**config.mk**
```make
export PLATFORM = sky130hd
export DESIGN_NAME = zone_box_flat
export DESIGN_NICKNAME = d
export VERILOG_FILES = /design/src/hw/zone_pkg.sv /design/src/hw/zone_link_if.sv /design/src/hw/zone_box.sv /design/src/hw/zone_channel.sv /design/src/flat_wrapper.sv
export SDC_FILE = /design/constraint.sdc
export NUM_CORES = 1
export LEC_CHECK = 0
export ABC_AREA = 0
export ABC_CLOCK_PERIOD_IN_PS = 7800
export BUFFER_PORTS_ARGS = -buffer_cell sky130_fd_sc_hd__buf_2
export CORE_ASPECT_RATIO = 0.75
export CORE_MARGIN = 2
export CORE_UTILIZATION = 39
export CTS_CLUSTER_DIAMETER = 50
export CTS_CLUSTER_SIZE = 30
export DETAILED_ROUTE_END_ITERATION = 10
export GPL_ROUTABILITY_DRIVEN = 0
export PLACE_DENSITY = 0.62
export SYNTH_ARGS = -nofsm -noshare
export SYNTH_HDL_FRONTEND = slang
export SYNTH_SLANG_ARGS = --single-unit
```
**constraint.sdc**
```tcl
create_clock -name core_clk -period 7.8 [get_ports core_clk]
set_clock_uncertainty 0.15 [all_clocks]
set_input_delay 2.34 -clock core_clk [delete_from_list [all_inputs] [get_ports core_clk]]
set_output_delay 2.34 -clock core_clk [all_outputs]
set_load 0.03 [all_outputs]
```
**src/hw/zone_pkg.sv**
```systemverilog
// ============================================================
// Shared constants for the zone box and its neighbours.
package zone_pkg;
  // ============================================================
  // Timing.
  localparam int CLK_NS    = 10;
  localparam int MS_NS     = 1_000_000;
  localparam int MS_CYCLES = MS_NS / CLK_NS;
  localparam int MSW       = 17;

  // ============================================================
  // Register byte addresses.
  localparam logic [7:0] ADR_CTRL    = 8'h00;
  localparam logic [7:0] ADR_LIMIT   = 8'h04;
  localparam logic [7:0] ADR_DELAY   = 8'h08;
  localparam logic [7:0] ADR_ACK     = 8'h0C;
  localparam logic [7:0] ADR_STATUS  = 8'h10;
  localparam logic [7:0] ADR_ELAPSED = 8'h14;
  localparam logic [7:0] ADR_PDO_IN  = 8'h18;
  localparam logic [7:0] ADR_PDO_OUT = 8'h1C;
  localparam logic [7:0] ADR_IRQ_ST  = 8'h20;
  localparam logic [7:0] ADR_IRQ_CLR = 8'h24;
  localparam logic [7:0] ADR_IRQ_EN  = 8'h28;

  // ============================================================
  // Control fields and reset values.
  localparam int CTRL_FIELDBUS = 0;
  localparam int CTRL_TRAIN    = 1;
  localparam int CTRL_ZONE_EN  = 3;
  localparam int CTRL_CENTRAL  = 5;
  localparam int CTRL_RUN      = 6;
  localparam logic [7:0]  CTRL_RST  = 8'h18;
  localparam logic [15:0] LIMIT_RST = 16'h0000;
  localparam logic [31:0] DELAY_RST = 32'h0064_0064;

  // ============================================================
  // Interrupt bits and synchronised pin positions.
  localparam int IRQ_FAULT  = 0;
  localparam int IRQ_LOCK   = 2;
  localparam int IRQ_AUTO   = 4;
  localparam int IRQ_W      = 6;
  localparam int PIN_SENSOR = 0;
  localparam int PIN_ERR    = 2;
  localparam int PIN_UPCOM  = 4;
  localparam int PIN_DNFREE = 5;
  localparam int PINS       = 6;

  typedef enum logic [1:0] {
    ZONE_IDLE = 2'h0,
    ZONE_RECV = 2'h1,
    ZONE_HOLD = 2'h3,
    ZONE_SEND = 2'h2
  } zone_state_e;
endpackage

```
**src/hw/zone_link_if.sv**
```systemverilog
`timescale 1ns/1ns
// ============================================================
// Handshake wires between this box and the neighbouring boxes.
interface zone_link_if;
  logic upFree;
  logic upComing;
  logic dnComing;
  logic dnFree;
  modport dev (output upFree, input upComing, output dnComing, input dnFree);
  modport nbr (input upFree, output upComing, input dnComing, output dnFree);
endinterface

```
**src/hw/zone_box.sv**
```systemverilog
// The implementer's own choices: the Wishbone slave port and the register addresses.
`timescale 1ns/1ns
// Function
// - Commutation error disables that channel's motor.
// - Recovery re-enables channel without manual acknowledge.
// - Recovery works in central and zone modes.
// - Per-channel attempt limit; zero disables recovery.
// - Beyond limit, hold error until manual acknowledge.
// - Wait configured milliseconds before automatic acknowledge.
// - Count automatic recoveries; manual acknowledge clears.
// - Report milliseconds since last automatic acknowledge.
// - Each zone drives one motor, reads one sensor.
// - Forward only into free or emptying zone.
// - Arriving package stops motor until downstream free.
// - Zone emptied signals free to upstream.
// - Upstream announces package, both motors then run.
// - Singulated release: free after package leaves sensor.
// - Train release: free once package starts leaving.
// - Channels inside box link through internal signals.
// - Neighbour handshake selectable: pins or fieldbus data.
module zone_box #(
  parameter int MS_CYCLES = zone_pkg::MS_CYCLES
) (
  input  logic        core_clk,
  input  logic        reset,
  input  logic        cyc_i,
  input  logic        stb_i,
  input  logic        we_i,
  input  logic [7:0]  adr_i,
  input  logic [3:0]  sel_i,
  input  logic [31:0] dat_i,
  output logic [31:0] dat_o,
  output logic        ack_o,
  input  logic [1:0]  sensorPin,
  input  logic [1:0]  commErrPin,
  output logic [1:0]  motorEn,
  output logic        irq,
  zone_link_if.dev    link
);
  localparam int PW = zone_pkg::PINS;
  localparam int MW = zone_pkg::MSW;
  localparam int IW = zone_pkg::IRQ_W;

  typedef struct packed {
    logic [PW-1:0]      s1;
    logic [PW-1:0]      s2;
    logic [PW-1:0]      s3;
    logic [PW-1:0]      filt;
    logic [1:0]         errPrev;
    logic [7:0]         ctrl;
    logic [15:0]        limit;
    logic [31:0]        delay;
    logic [1:0]         pdoIn;
    logic [1:0]         fault;
    logic [1:0]         locked;
    logic [1:0][7:0]    cnt;
    logic [1:0][15:0]   dly;
    logic [1:0][15:0]   elapsed;
    logic [MW-1:0]      msCnt;
    logic               msTick;
    logic [IW-1:0]      irqStat;
    logic [IW-1:0]      irqEn;
    logic               ack;
    logic [31:0]        datOut;
    logic [1:0]         motor;
    logic               irq;
    logic               upFree;
    logic               dnComing;
  } box_s;

  box_s          r;
  box_s          n;
  logic          access;
  logic          wr;
  logic [31:0]   wmask;
  logic [1:0]    manAck;
  logic [IW-1:0] evSet;
  logic [IW-1:0] evClr;
  logic [PW-1:0] agree;
  logic [1:0]    zUpFree;
  logic [1:0]    zDnComing;
  logic [1:0]    zMotor;
  logic [1:0]    zUpComing;
  logic [1:0]    zDnFree;
  logic          fieldbus;

  assign wmask    = {{8{sel_i[3]}}, {8{sel_i[2]}}, {8{sel_i[1]}}, {8{sel_i[0]}}};
  assign fieldbus = r.ctrl[zone_pkg::CTRL_FIELDBUS];

  // ============================================================
  // Zone channels. Channel 0 faces upstream, channel 1 downstream.
  // In fieldbus mode the neighbour handshake comes from software instead of the pins.
  assign zUpComing = {zDnComing[0], fieldbus ? r.pdoIn[0] : r.filt[zone_pkg::PIN_UPCOM]};
  assign zDnFree   = {fieldbus ? r.pdoIn[1] : r.filt[zone_pkg::PIN_DNFREE], zUpFree[1]};

  generate
    for (genvar c = 0; c < 2; c++) begin : g_zone
      zone_channel u_zone (
        .core_clk (core_clk),
        .reset    (reset),
        .enable   (r.ctrl[zone_pkg::CTRL_ZONE_EN + c]),
        .train    (r.ctrl[zone_pkg::CTRL_TRAIN + c]),
        .sensor   (r.filt[zone_pkg::PIN_SENSOR + c]),
        .upComing (zUpComing[c]),
        .dnFree   (zDnFree[c]),
        .upFree   (zUpFree[c]),
        .dnComing (zDnComing[c]),
        .motor    (zMotor[c])
      );
    end
  endgenerate

  // ============================================================
  // Next state.
  always_comb begin
    n      = r;
    access = cyc_i & stb_i & ~r.ack;
    wr     = access & we_i;
    manAck = 2'h0;
    evSet  = '0;
    evClr  = '0;
    n.ack  = access;

    // Pins come from outside the box, so a change only counts once the last two stages agree.
    n.s1  = {link.dnFree, link.upComing, commErrPin, sensorPin};
    n.s2  = r.s1;
    n.s3  = r.s2;
    agree = ~(r.s2 ^ r.s3);
    n.filt = (r.filt & ~agree) | (r.s3 & agree);

    n.msTick = (r.msCnt == MW'(MS_CYCLES - 1));
    n.msCnt  = n.msTick ? '0 : r.msCnt + MW'(1);

    // ============================================================
    // Register writes.
    if (wr) begin
      case (adr_i)
        zone_pkg::ADR_CTRL:    n.ctrl  = (r.ctrl & ~wmask[7:0]) | (dat_i[7:0] & wmask[7:0]);
        zone_pkg::ADR_LIMIT:   n.limit = (r.limit & ~wmask[15:0]) | (dat_i[15:0] & wmask[15:0]);
        zone_pkg::ADR_DELAY:   n.delay = (r.delay & ~wmask) | (dat_i & wmask);
        zone_pkg::ADR_ACK:     manAck  = dat_i[1:0] & wmask[1:0];
        zone_pkg::ADR_PDO_IN:  n.pdoIn = (r.pdoIn & ~wmask[1:0]) | (dat_i[1:0] & wmask[1:0]);
        zone_pkg::ADR_IRQ_CLR: evClr   = dat_i[IW-1:0] & wmask[IW-1:0];
        zone_pkg::ADR_IRQ_EN:  n.irqEn = (r.irqEn & ~wmask[IW-1:0]) | (dat_i[IW-1:0] & wmask[IW-1:0]);
        default: begin
        end
      endcase
    end

    // ============================================================
    // Error recovery per channel.
    n.errPrev = r.filt[zone_pkg::PIN_ERR +: 2];
    for (int c = 0; c < 2; c++) begin
      if (r.msTick && r.elapsed[c] != 16'hFFFF) begin
        n.elapsed[c] = r.elapsed[c] + 16'h1;
      end
      if (manAck[c]) begin
        n.fault[c]  = 1'b0;
        n.locked[c] = 1'b0;
        n.cnt[c]    = 8'h0;
      end
      // An error edge in the acknowledge cycle still faults the channel again.
      if (r.filt[zone_pkg::PIN_ERR + c] && !r.errPrev[c] && !n.fault[c]) begin
        n.fault[c] = 1'b1;
        evSet[zone_pkg::IRQ_FAULT + c] = 1'b1;
        if (r.limit[8*c +: 8] == 8'h0 || n.cnt[c] >= r.limit[8*c +: 8]) begin
          n.locked[c] = 1'b1;
          evSet[zone_pkg::IRQ_LOCK + c] = 1'b1;
        end else begin
          n.dly[c] = 16'h0;
        end
      end else if (r.fault[c] && !r.locked[c] && !manAck[c] && r.msTick) begin
        if (r.dly[c] >= r.delay[16*c +: 16]) begin
          n.fault[c]   = 1'b0;
          n.cnt[c]     = r.cnt[c] + 8'h1;
          n.elapsed[c] = 16'h0;
          evSet[zone_pkg::IRQ_AUTO + c] = 1'b1;
        end else begin
          n.dly[c] = r.dly[c] + 16'h1;
        end
      end
      // A faulted channel is cut off whichever source commands it.
      n.motor[c] = (r.ctrl[zone_pkg::CTRL_CENTRAL] ? r.ctrl[zone_pkg::CTRL_RUN + c] : zMotor[c])
                   & ~n.fault[c];
    end

    // A new event wins over a clear in the same cycle.
    n.irqStat  = (r.irqStat & ~evClr) | evSet;
    n.irq      = |(n.irqStat & n.irqEn);
    n.upFree   = ~fieldbus & zUpFree[0];
    n.dnComing = ~fieldbus & zDnComing[1];

    // ============================================================
    // Register reads.
    n.datOut = 32'h0000_0000;
    if (access && !we_i) begin
      case (adr_i)
        zone_pkg::ADR_CTRL:    n.datOut = {24'h00_0000, r.ctrl};
        zone_pkg::ADR_LIMIT:   n.datOut = {16'h0000, r.limit};
        zone_pkg::ADR_DELAY:   n.datOut = r.delay;
        zone_pkg::ADR_STATUS:  n.datOut = {8'h00, r.filt[1:0], r.motor, r.locked, r.fault, r.cnt[1], r.cnt[0]};
        zone_pkg::ADR_ELAPSED: n.datOut = {r.elapsed[1], r.elapsed[0]};
        zone_pkg::ADR_PDO_IN:  n.datOut = {30'h0000_0000, r.pdoIn};
        zone_pkg::ADR_PDO_OUT: n.datOut = {30'h0000_0000, zDnComing[1], zUpFree[0]};
        zone_pkg::ADR_IRQ_ST:  n.datOut = {26'h000_0000, r.irqStat};
        zone_pkg::ADR_IRQ_EN:  n.datOut = {26'h000_0000, r.irqEn};
        default:               n.datOut = 32'h0000_0000;
      endcase
    end
  end

  always_ff @(posedge core_clk) begin
    if (reset) begin
      r       <= '0;
      r.ctrl  <= zone_pkg::CTRL_RST;
      r.limit <= zone_pkg::LIMIT_RST;
      r.delay <= zone_pkg::DELAY_RST;
    end else begin
      r <= n;
    end
  end

  assign dat_o         = r.datOut;
  assign ack_o         = r.ack;
  assign motorEn       = r.motor;
  assign irq           = r.irq;
  assign link.upFree   = r.upFree;
  assign link.dnComing = r.dnComing;
endmodule

```
**src/hw/zone_channel.sv**
```systemverilog
`timescale 1ns/1ns
// ============================================================
// One accumulation zone: one roller motor and one presence sensor.
module zone_channel (
  input  logic core_clk,
  input  logic reset,
  input  logic enable,
  input  logic train,
  input  logic sensor,
  input  logic upComing,
  input  logic dnFree,
  output logic upFree,
  output logic dnComing,
  output logic motor
);
  typedef struct packed {
    zone_pkg::zone_state_e st;
    logic                  pend;
    logic                  free;
    logic                  coming;
    logic                  motor;
  } zone_s;

  zone_s r;
  zone_s n;

  // ============================================================
  // Zone sequence.
  always_comb begin
    n = r;
    case (r.st)
      zone_pkg::ZONE_IDLE: begin
        if (enable && sensor) begin
          n.st = zone_pkg::ZONE_HOLD;
        end else if (enable && upComing) begin
          n.st = zone_pkg::ZONE_RECV;
        end
      end
      zone_pkg::ZONE_RECV: begin
        if (sensor) begin
          n.st = zone_pkg::ZONE_HOLD;
        end
      end
      zone_pkg::ZONE_HOLD: begin
        if (!sensor) begin
          n.st = zone_pkg::ZONE_IDLE;
        end else if (dnFree) begin
          n.st   = zone_pkg::ZONE_SEND;
          n.pend = 1'b0;
        end
      end
      zone_pkg::ZONE_SEND: begin
        if (upComing && train) begin
          n.pend = 1'b1;
        end
        if (!sensor) begin
          n.st = n.pend ? zone_pkg::ZONE_RECV : zone_pkg::ZONE_IDLE;
        end
      end
      default: begin
        n.st = zone_pkg::ZONE_IDLE;
      end
    endcase
    // Free stays up until the upstream side announces a package or the zone fills again.
    n.free   = enable && (n.st == zone_pkg::ZONE_IDLE ||
               (n.st == zone_pkg::ZONE_SEND && train && !n.pend));
    n.coming = (n.st == zone_pkg::ZONE_SEND);
    n.motor  = enable && (n.st == zone_pkg::ZONE_RECV || n.st == zone_pkg::ZONE_SEND);
  end

  always_ff @(posedge core_clk) begin
    if (reset) begin
      r <= '0;
    end else begin
      r <= n;
    end
  end

  assign upFree   = r.free;
  assign dnComing = r.coming;
  assign motor    = r.motor;
endmodule

```
**src/flat_wrapper.sv**
```systemverilog
// flat-port wrapper written by rule: the top's interface ports become plain ports
module zone_box_flat 
#(
  parameter int MS_CYCLES = zone_pkg::MS_CYCLES
)
  (core_clk, reset, cyc_i, stb_i, we_i, adr_i, sel_i, dat_i, dat_o, ack_o, sensorPin, commErrPin, motorEn, irq, link_upFree, link_upComing, link_dnComing, link_dnFree);
  zone_link_if link_i ();
  input  logic core_clk;
  input  logic reset;
  input  logic cyc_i;
  input  logic stb_i;
  input  logic we_i;
  input  logic [7:0] adr_i;
  input  logic [3:0] sel_i;
  input  logic [31:0] dat_i;
  output logic [31:0] dat_o;
  output logic ack_o;
  input  logic [1:0] sensorPin;
  input  logic [1:0] commErrPin;
  output logic [1:0] motorEn;
  output logic irq;
  output wire logic [$bits(link_i.upFree)-1:0] link_upFree;
  input wire logic [$bits(link_i.upComing)-1:0] link_upComing;
  output wire logic [$bits(link_i.dnComing)-1:0] link_dnComing;
  input wire logic [$bits(link_i.dnFree)-1:0] link_dnFree;
  assign link_upFree = link_i.upFree;
  assign link_i.upComing = link_upComing;
  assign link_dnComing = link_i.dnComing;
  assign link_i.dnFree = link_dnFree;
  zone_box #(.MS_CYCLES(MS_CYCLES)) u_core (.core_clk(core_clk), .reset(reset), .cyc_i(cyc_i), .stb_i(stb_i), .we_i(we_i), .adr_i(adr_i), .sel_i(sel_i), .dat_i(dat_i), .dat_o(dat_o), .ack_o(ack_o), .sensorPin(sensorPin), .commErrPin(commErrPin), .motorEn(motorEn), .irq(irq), .link(link_i));
endmodule
```
Yosys cells after proc, flatten, opt, wreduce, memory -nomap -nowiden
Index checks and enable logic that the tools add are counted.

Word-level logic and storage cells: 264. Register bits: 248. Input bits: 55. Output and inout bits: 38.

$lt $le $gt $ge: 4. Multiplexer cells: 85. Equality and inequality tests: 27. Bitwise gates (word level): 42. Add/subtract/negate cells: 7. Reduce and logical (&&, ||, !) cells: 62.

Operator list (number): 32-bit one-hot mux with 9 select lines (1); 16-bit 2-to-1 mux (16); 16-bit by 1-bit adder with 16-bit output, second input constant (4); 32-bit bitwise AND (2); 8-bit 2-to-1 mux (8); 1-bit 2-to-1 mux (38); 6-bit bitwise AND (6); 16-bit bitwise AND (2); 8-bit by 5-bit equality test with 1-bit output, second input constant (4); 16-bit >= comparator (2); 16-bit != test, second input constant (2); 32-bit NOT (1); 32-bit OR (1); 1-bit logical AND (27); 8-bit by 6-bit equality test with 1-bit output, second input constant (3); 8-bit logical NOT (3); 2-bit 2-to-1 mux (12); 6-bit 2-to-1 mux (4); 6-bit NOT (4); 6-bit OR (3); 17-bit by 1-bit adder with 17-bit output, second input constant (1); 17-bit equality test, second input constant (1); 8-bit by 1-bit adder with 8-bit output, second input constant (2); 8-bit bitwise AND (2); other kinds (28) (78).

Longest topological paths before layout
Gate-level depths: netlist of run 1.

Depth in word-level cells: 12. Depth in mapped cells: 15. Mapped depth without buffers: 12.

Cells and area by module
From an unflattened synthesis of run 1, not the netlist that was laid out.

Cell total of the unflattened synthesis: 1409. Area total of the unflattened synthesis: 12293.0 um2.

Modules (own cells, without submodules): zone_box (times used 1, area each 11712.5 um2, sequential area each 4724.5 um2, cells an instance 1343); zone_channel (times used 2, area each 290.3 um2, sequential area each 120.1 um2, cells an instance 33).

Least setup slack after synthesis of run 1
No wires, ideal clock.

Path kind: input to register. Start point: input adr_i[5]. End point: register u_core.r[108] in the netlist's numbering. Path buffers: 2. Stages on the path: 14. Arrival time: 5561 ps. Setup time: 70 ps. Required time: 7580 ps. Setup slack: 2019 ps. Cell sequence: or4_1 buf_2 nor2b_4 nand3_1 and2_1 ha_1 o21ai_0 o21ai_0 a221o_1 or3_4 a21boi_4 buf_6 or4_1 a21oi_1.

Cells in the longest elaborated chain, start to end: 8. Elaborated cells on any way between the ends: 17. Classes of those cells: 1 x order compare; 3 x eq/ne; 5 x mux; 8 x reduce/logical.

Ends and longest elaborated chain: start, declared (RTL line flat_wrapper.sv:13) `input logic [7:0] adr_i;`; 8-bit by 4-bit equality test with 1-bit output * (RTL line zone_box.sv:137) `case (adr_i)`; 2-bit 2-to-1 mux * (RTL line zone_box.sv:137); 2-bit 2-to-1 mux * (RTL line zone_box.sv:136) `if (wr) begin`; 8-bit 2-to-1 mux, or another cell as far along (RTL line zone_box.sv:157) `if (manAck[c]) begin`; 8-bit >= comparator, or another cell as far along (RTL line zone_box.sv:166) `if (r.limit[8*c +: 8] == 8'h0 || n.cnt[c] >= r.limit[8*c +: 8]) begin`; 1-bit logical OR, or another cell as far along (RTL line zone_box.sv:166); 2-bit != test (no line), or another cell as far along; 3-bit AND reduction (no line); end signal, assigned (RTL line zone_box.sv:219) `r <= n;`; end, declared (RTL line zone_box.sv:71) `box_s r;`.

Mark *: on every way between the ends. The rest lies on a longest branch, timed or not. A chain may end at the register's enable or synchronous reset.

Worst setup path after layout of run 1
Start point: input adr_i[0]. End point: register u_core.r[121] in the netlist's numbering.

Same word-level chain as after synthesis.

==> impl_metrics.csv, run 1 <==
group,metric,value,unit
power_and_ir_drop,ir_drop,137,µV
timing,setup_violations,0,
yosys,ys.warnings.count,0,
drt,vias,9965,
power_and_ir_drop,p_sw_share,22.8,%
cts,cts_setup_buffers,0,
yosys,yosys.area.top_type,"dfxtp_1",
timing,period_share,77.6,%
cts,cts.path.max_buffers,3,
hold_path,hp-class,"register to register",
finish,utilization,45.6,%
cts,clk_pin_slew,60,ps
setup_path,cp_max_fo,27,
cts,root_buffer,"clkbuf_16",
job,maxCapViolations,0,
finish,nets,1518,
finish,fill_cells,2831,
cts,cts.htree.levels,1,
global_routing,grt_max_degree,68,
power_and_ir_drop,power,2.84,mW
global_routing,grt_first_pass_wirelength,51200,µm
drt,drt-total-wl,31700,µm
yosys,ys_types,67,
power_and_ir_drop,power.leakage,5.26,nW
cts,ctsResizeCount,0,
drt,drc_errors,0,
setup_path,cp-start-kind,"input pin",
yosys,yosys-top-cells-area,"dfxtp_1 (43%), ha_1 (6.3%), nor2_1 (5.5%)",
cts,cts_sinks,248,
timing,hold_viol_final,0,
power_and_ir_drop,powerDensity,212,nW/µm²
timing,fin_crit,6050,ps
setup_path,crit_arrival,6360,ps
drt,detail-route-antenna-nets,0,
yosys,synth_edf_count,0,
power_and_ir_drop,p_int,2.19,mW
drt,drt_first_pass_iters,6,
setup_path,end_kind,"register",
power_and_ir_drop,pwr-share-clk,52.8,%
global_routing,grt_pass1_vias,9152,
setup_path,path_class,"input pin to register",
yosys,async_flop_share,0,%
placed_design,dp_slack,1310,ps
cts,numCtsBuffers,30,
floorplan,dieArea,31400,µm²
floorplan,initial_utilization,39.9,%
timing,slew_headroom,13.5,%
finish,antennaDiodeCount,0,
power_and_ir_drop,seqPwrFrac,45.0,%
timing,clock.fmax,165,MHz
yosys,synth_common_cells,"dfxtp_1 (248), nor2_1 (171), nand2_1 (116)",
setup_path,critPathRequiredTime,8110,ps
cts,cts_hold_buf,0,
timing,rsz0062_at_grt,"false",
yosys,seq_area_frac_synth,42.5,%
floorplan,core,29300,µm²
floorplan,die_x,204,µm
placed_design,hpwl,23000,µm
timing,fin_setup_tns,0,ps
yosys,synth_cells,1357,
power_and_ir_drop,power_frac_comb,2.2,%
timing,worstMarginPinSlew,1280,ps
outcome,outcome,"completed",
yosys,synth_most_common_cell,"dfxtp_1",
yosys,yosys.area.top_type_share,42.5,%
drt,wire_per_inst,17.4,µm
drt,dr.first_iter.drc_count,994,
yosys,syn_avg_cell_area,8.61,µm²
floorplan,io_pins,93,
drt,viasPerCell,5.48,
yosys,syn-num-nets,1471,
cts,clock_latency,560,ps
placed_design,port-buffer-count,92,
global_routing,overflow,0,
cts,cts_tree,"built",
timing,final-max-slew-violation-count,0,
yosys,syn-cell-area,11700,µm²
finish,drive_gt1_share,12.8,%
yosys,synth_ff_type,"dfxtp_1",
timing,final.setup.worst_slack,1750,ps
power_and_ir_drop,p_sw,646,µW
global_routing,antenna_found_initial,0,
finish,area_delta_synth_final,14.3,%
global_routing,grt_usage,20.2,%
floorplan,dieHeight,154,µm
floorplan,rows,54,
yosys,ys_seq_elements,248,
## worst paths after layout
check                              startpoint       endpoint  slack (ps)  depth (start not counted)
worst min register to register  u_core.n[225]  u_core.n[219]         290                          1
worst max-delay path                 adr_i[0]  u_core.r[121]        1750                         14
worst max register to register   u_core.ack_o  u_core.r[121]        3510                         13
worst min-delay path            u_core.n[225]  u_core.n[219]         290                          1
## cell usage in the layout (no fill, tap or decap), types with 7 or more instances in the layout
master,n
or4_1,16
inv_1,67
o21ai_0,26
nand3_1,70
nor2_1,166
xnor2_1,26
buf_4,13
and4_1,8
a21oi_1,102
and3_1,22
nor4_1,7
ha_1,59
xor2_1,32
nor3_1,18
dfxtp_1,248
buf_2,91
mux2i_1,45
a31oi_1,14
or3_1,10
a222oi_1,14
nand4_1,23
nor2b_1,24
nand2_1,116
clkbuf_16,31
and2_1,23
a22oi_1,38
o31ai_1,17
## power by group through the flow
stage | Clock [mW] | Sequential, mW | Combinational [mW]
6_report | 1.50 | 1.28 | 0.0619
5_1_grt | 1.58 | 1.28 | 0.0675
4_1_cts | 1.52 | 1.28 | 0.0620
3_5_place_dp | 0 | 1.31 | 0.0615
3_3_place_gp | 0 | 1.31 | 0.0611
2_1_floorplan | 0 | 1.31 | 0.0297
## routing by layer
layer	share of wire [%]	routed length (µm)	global-route usage (%)	vias up
li1	-	-	-	4863
met1	48	15200	30.7	4694
met3	8.5	2710	3.67	38
met2	42	13200	29.6	370
met4	1.8	567	4.17	0
met5	0	0	0	-
## layout make-up
| class | instances | area [µm²] | share of cell area [%] |
|---|---|---|---|
| multi-input cells | 952 | 6010 | 45.0 |
| repair buffers | 104 | 553 | 4.14 |
| flip-flops and latches | 248 | 4960 | 37.2 |
| clock inverters | 22 | 278 | 2.08 |
| well taps | 392 | 490 | 3.67 |
| inverters | 68 | 255 | 1.91 |
| clock buffers | 33 | 803 | 6.02 |
## logic make-up after synthesis
kind of cell	Yosys count	synth area share, %
AO/OA/AOI/OAI	249	13.8
XOR/XNOR	58	4.35
adder cells (fa/ha/maj)	59	6.32
buffers and inverters	157	6.21
flip-flops	248	42.5
multiplexers	49	4.24
AND/OR/NAND/NOR	537	22.6
## critical path, stage by stage
cell      delay, ps
buf_2           130
nor4bb_1        610
nor2b_4         370
nand3_1         360
and2_1          310
ha_1            300
a21oi_1         140
nand2_1          80
a221o_1         390
nor4_2          290
a21oi_1         100
buf_4           240
or4_1           520
a21oi_1         170
## per-stage QoR
step / instance area, µm² / hold slack (ps) / cells
floorplan: 11700 / 264 / 1357
global placement: 12300 / 269 / 1764
detailed placement: 12300 / 279 / 1764
CTS: 13400 / 294 / 1819
global route: 13400 / 319 / 1819
finish: 13400 / 291 / 1819
(Power assumes the default switching activity.)
==> inputs of run 2 (changes only) <==
--- a/config.mk
+++ b/config.mk
@@ -6,7 +6,7 @@
 export NUM_CORES = 1
 export LEC_CHECK = 0
 export ABC_AREA = 0
-export ABC_CLOCK_PERIOD_IN_PS = 7800
+export ABC_CLOCK_PERIOD_IN_PS = 5400
 export BUFFER_PORTS_ARGS = -buffer_cell sky130_fd_sc_hd__buf_2
 export CORE_ASPECT_RATIO = 0.75
 export CORE_MARGIN = 2
@@ -15,7 +15,7 @@
 export CTS_CLUSTER_SIZE = 30
 export DETAILED_ROUTE_END_ITERATION = 10
 export GPL_ROUTABILITY_DRIVEN = 0
-export PLACE_DENSITY = 0.62
+export PLACE_DENSITY = 0.64
 export SYNTH_ARGS = -nofsm -noshare
 export SYNTH_HDL_FRONTEND = slang
 export SYNTH_SLANG_ARGS = --single-unit
==> constraint.sdc (replaced) <==
create_clock -name core_clk -period 5.4 [get_ports core_clk]
set_clock_uncertainty 0.15 [all_clocks]
set_input_delay 1.62 -clock core_clk [delete_from_list [all_inputs] [get_ports core_clk]]
set_output_delay 1.62 -clock core_clk [all_outputs]
set_load 0.03 [all_outputs]
==> run 2 against run 1 <==
Net effect: utilization grew 0.38 points; critical path depth is the same; wire length grew 3.6%; largest cell class unchanged; highest routed layer unchanged.
==> impl_metrics.csv, run 2 (synthesis results as in run 1) <==
group,metric,value,unit
outcome,outcome,"completed",
global_routing,grt_usage,20.5,%
cts,cts.path.max_buffers,3,
drt,drt_first_pass_iters,9,
setup_path,path_class,"input pin to register",
cts,clk_pin_slew,60,ps
timing,final.setup.worst_slack,381,ps
timing,period_share,92.9,%
global_routing,grt_pass1_vias,9287,
drt,vias,10100,
hold_path,hold_depth,1,
placed_design,dp_slack,-119,ps
cts,cts_sinks,248,
floorplan,die_x,204,µm
setup_path,ff2ff_setup_slack,1520,ps
floorplan,dieArea,31400,µm²
setup_path,r2r-end,"u_core.r[119]",
cts,cts_hold_buf,0,
cts,root_buffer,"clkbuf_16",
hold_path,hp-class,"register to register",
timing,fin_setup_tns,0,ps
setup_path,end_kind,"register",
finish,utilization,46.0,%
setup_path,cp_max_fo,19,
setup_path,slowest_delay,650,ps
global_routing,grt_max_degree,92,
timing,hold_viol_final,0,
setup_path,cp_common_cell,"a21oi_1",
floorplan,io_pins,93,
drt,dr.first_iter.drc_count,1060,
global_routing,grt_first_pass_wirelength,51400,µm
floorplan,core,29300,µm²
drt,detail-route-antenna-nets,0,
timing,setup_violations,0,
cts,numCtsBuffers,30,
power_and_ir_drop,power.leakage,5.33,nW
hold_path,worstHoldStart,"u_core.n[228]",
hold_path,whs_endpoint,"u_core.n[222]",
cts,cts_tree,"built",
finish,final_common_cell,"dfxtp_1",
timing,rsz0062_at_grt,"false",
power_and_ir_drop,powerDensity,300,nW/µm²
setup_path,crit_slowest_cell,"or4_1",
placed_design,dp_cells,1782,
cts,cts.htree.levels,1,
setup_path,r2r.worst_path.cells,13,
power_and_ir_drop,power,4.04,mW
setup_path,cp-start-kind,"input pin",
job,maxCapViolations,0,
placed_design,port-buffer-count,92,
floorplan,dieHeight,154,µm
timing,clock.fmax,199,MHz
drt,drc_errors,0,
setup_path,regToRegStartpoint,"u_core.ack_o",
finish,final_cell_count_no_fill,1839,
floorplan,rows,54,
finish,area_delta_synth_final,15.3,%
global_routing,overflow,0,
finish,drive_gt1_share,13.7,%
timing,fin_crit,5020,ps
setup_path,crit_arrival,5350,ps
cts,clock_latency,560,ps
drt,drt-total-wl,32800,µm
setup_path,cp_cell_sequence,"buf_2, or4_1, nor2b_4, nand3_1, and2_1, ha_1, a21oi_1, nand2_1, a221o_1, nor4_2, a21oi_1, buf_4, or3_1, a21oi_1",
power_and_ir_drop,ir_drop,228,µV
drt,wire_per_inst,17.9,µm
drt,viasPerCell,5.47,
cts,cts_setup_buffers,0,
global_routing,antenna_found_initial,0,
placed_design,hpwl,23700,µm
floorplan,initial_utilization,39.9,%
timing,worstMarginPinSlew,1300,ps
timing,final-max-slew-violation-count,0,
setup_path,critPathRequiredTime,5730,ps
finish,nets,1536,
setup_path,cp.buffers_inverters,2,
timing,slew_headroom,12.3,%
finish,mostFrequentLayoutCells,"dfxtp_1 (248), nor2_1 (167), nand2_1 (116)",
cts,ctsResizeCount,0,
setup_path,crit_family,"simple AND/OR/NAND/NOR gates",
-- run 2: changes by cell type in the layout (fill, tap and decap cells not counted), sizes merged --
cell,change
bufinv,-2
inv,-5
clkinv,+5
clkbuf,+3
diode,+1
buf,+18
-- run 2: where the power goes --
part / total (mW) / switching [mW] / leakage (nW) / internal (mW)
logic: 0.0956 / 0.0647 / 2.82 / 0.0309
registers: 1.84 / 0.00554 / 2.00 / 1.84
clock network: 2.10 / 0.879 / 0.510 / 1.22
total: 4.04 / 0.949 / 5.33 / 3.09
-- run 2: area by class of cell --
cell class                 instances  area, µm²
fill                            2780      15800
clock inverter                    20        234
inverter                          68        255
antenna                            1       2.50
clock buffer                      36        825
timing repair buffer             122        688
tap                              392        490
multi-input combinational        952       6010
sequential                       248       4960
-- run 2: worst max path at each step --
stage / slack (ps) / end / startpoint / depth (start not counted)
finish: 380 / u_core.r[119] / adr_i[5] / 14
global route: 140 / u_core.r[120] / adr_i[5] / 14
CTS: 430 / u_core.r[119] / adr_i[5] / 14
detailed placement: -120 / u_core.r[119] / adr_i[5] / 14
global placement: -30 / u_core.r[119] / adr_i[5] / 14
floorplan: 340 / u_core.r[108] / adr_i[5] / 14
-- run 2: per-stage QoR --
stage | area (µm²) | hold WS [ps]
after global routing | 13500 | 313
final | 13500 | 287
after detailed placement | 12400 | 277
after floorplan | 11700 | 264
after CTS | 13500 | 290
after global placement | 12400 | 266
-- run 2: worst reg2reg max path, stage by stage (launching register included) --
cell      delay (ps)
dfxtp_1          330
nand4b_1         310
nor2_2           220
nand3_1          280
and2_1           270
ha_1             310
a21oi_1          150
nand2_1           70
a221o_1          380
nor4_2           240
a21oi_1          320
buf_4            310
or3_1            340
a21oi_1          140
-- run 2: metal layers --
| layer | share of wire, % | GRT usage (%) | vias up |
|---|---|---|---|
| li1 | - | - | 4900 |
| met1 | 48 | 30.9 | 4710 |
| met2 | 41 | 29.4 | 391 |
| met3 | 8.8 | 4.07 | 63 |
| met4 | 2.6 | 5.67 | 0 |
| met5 | 0 | 0 | - |
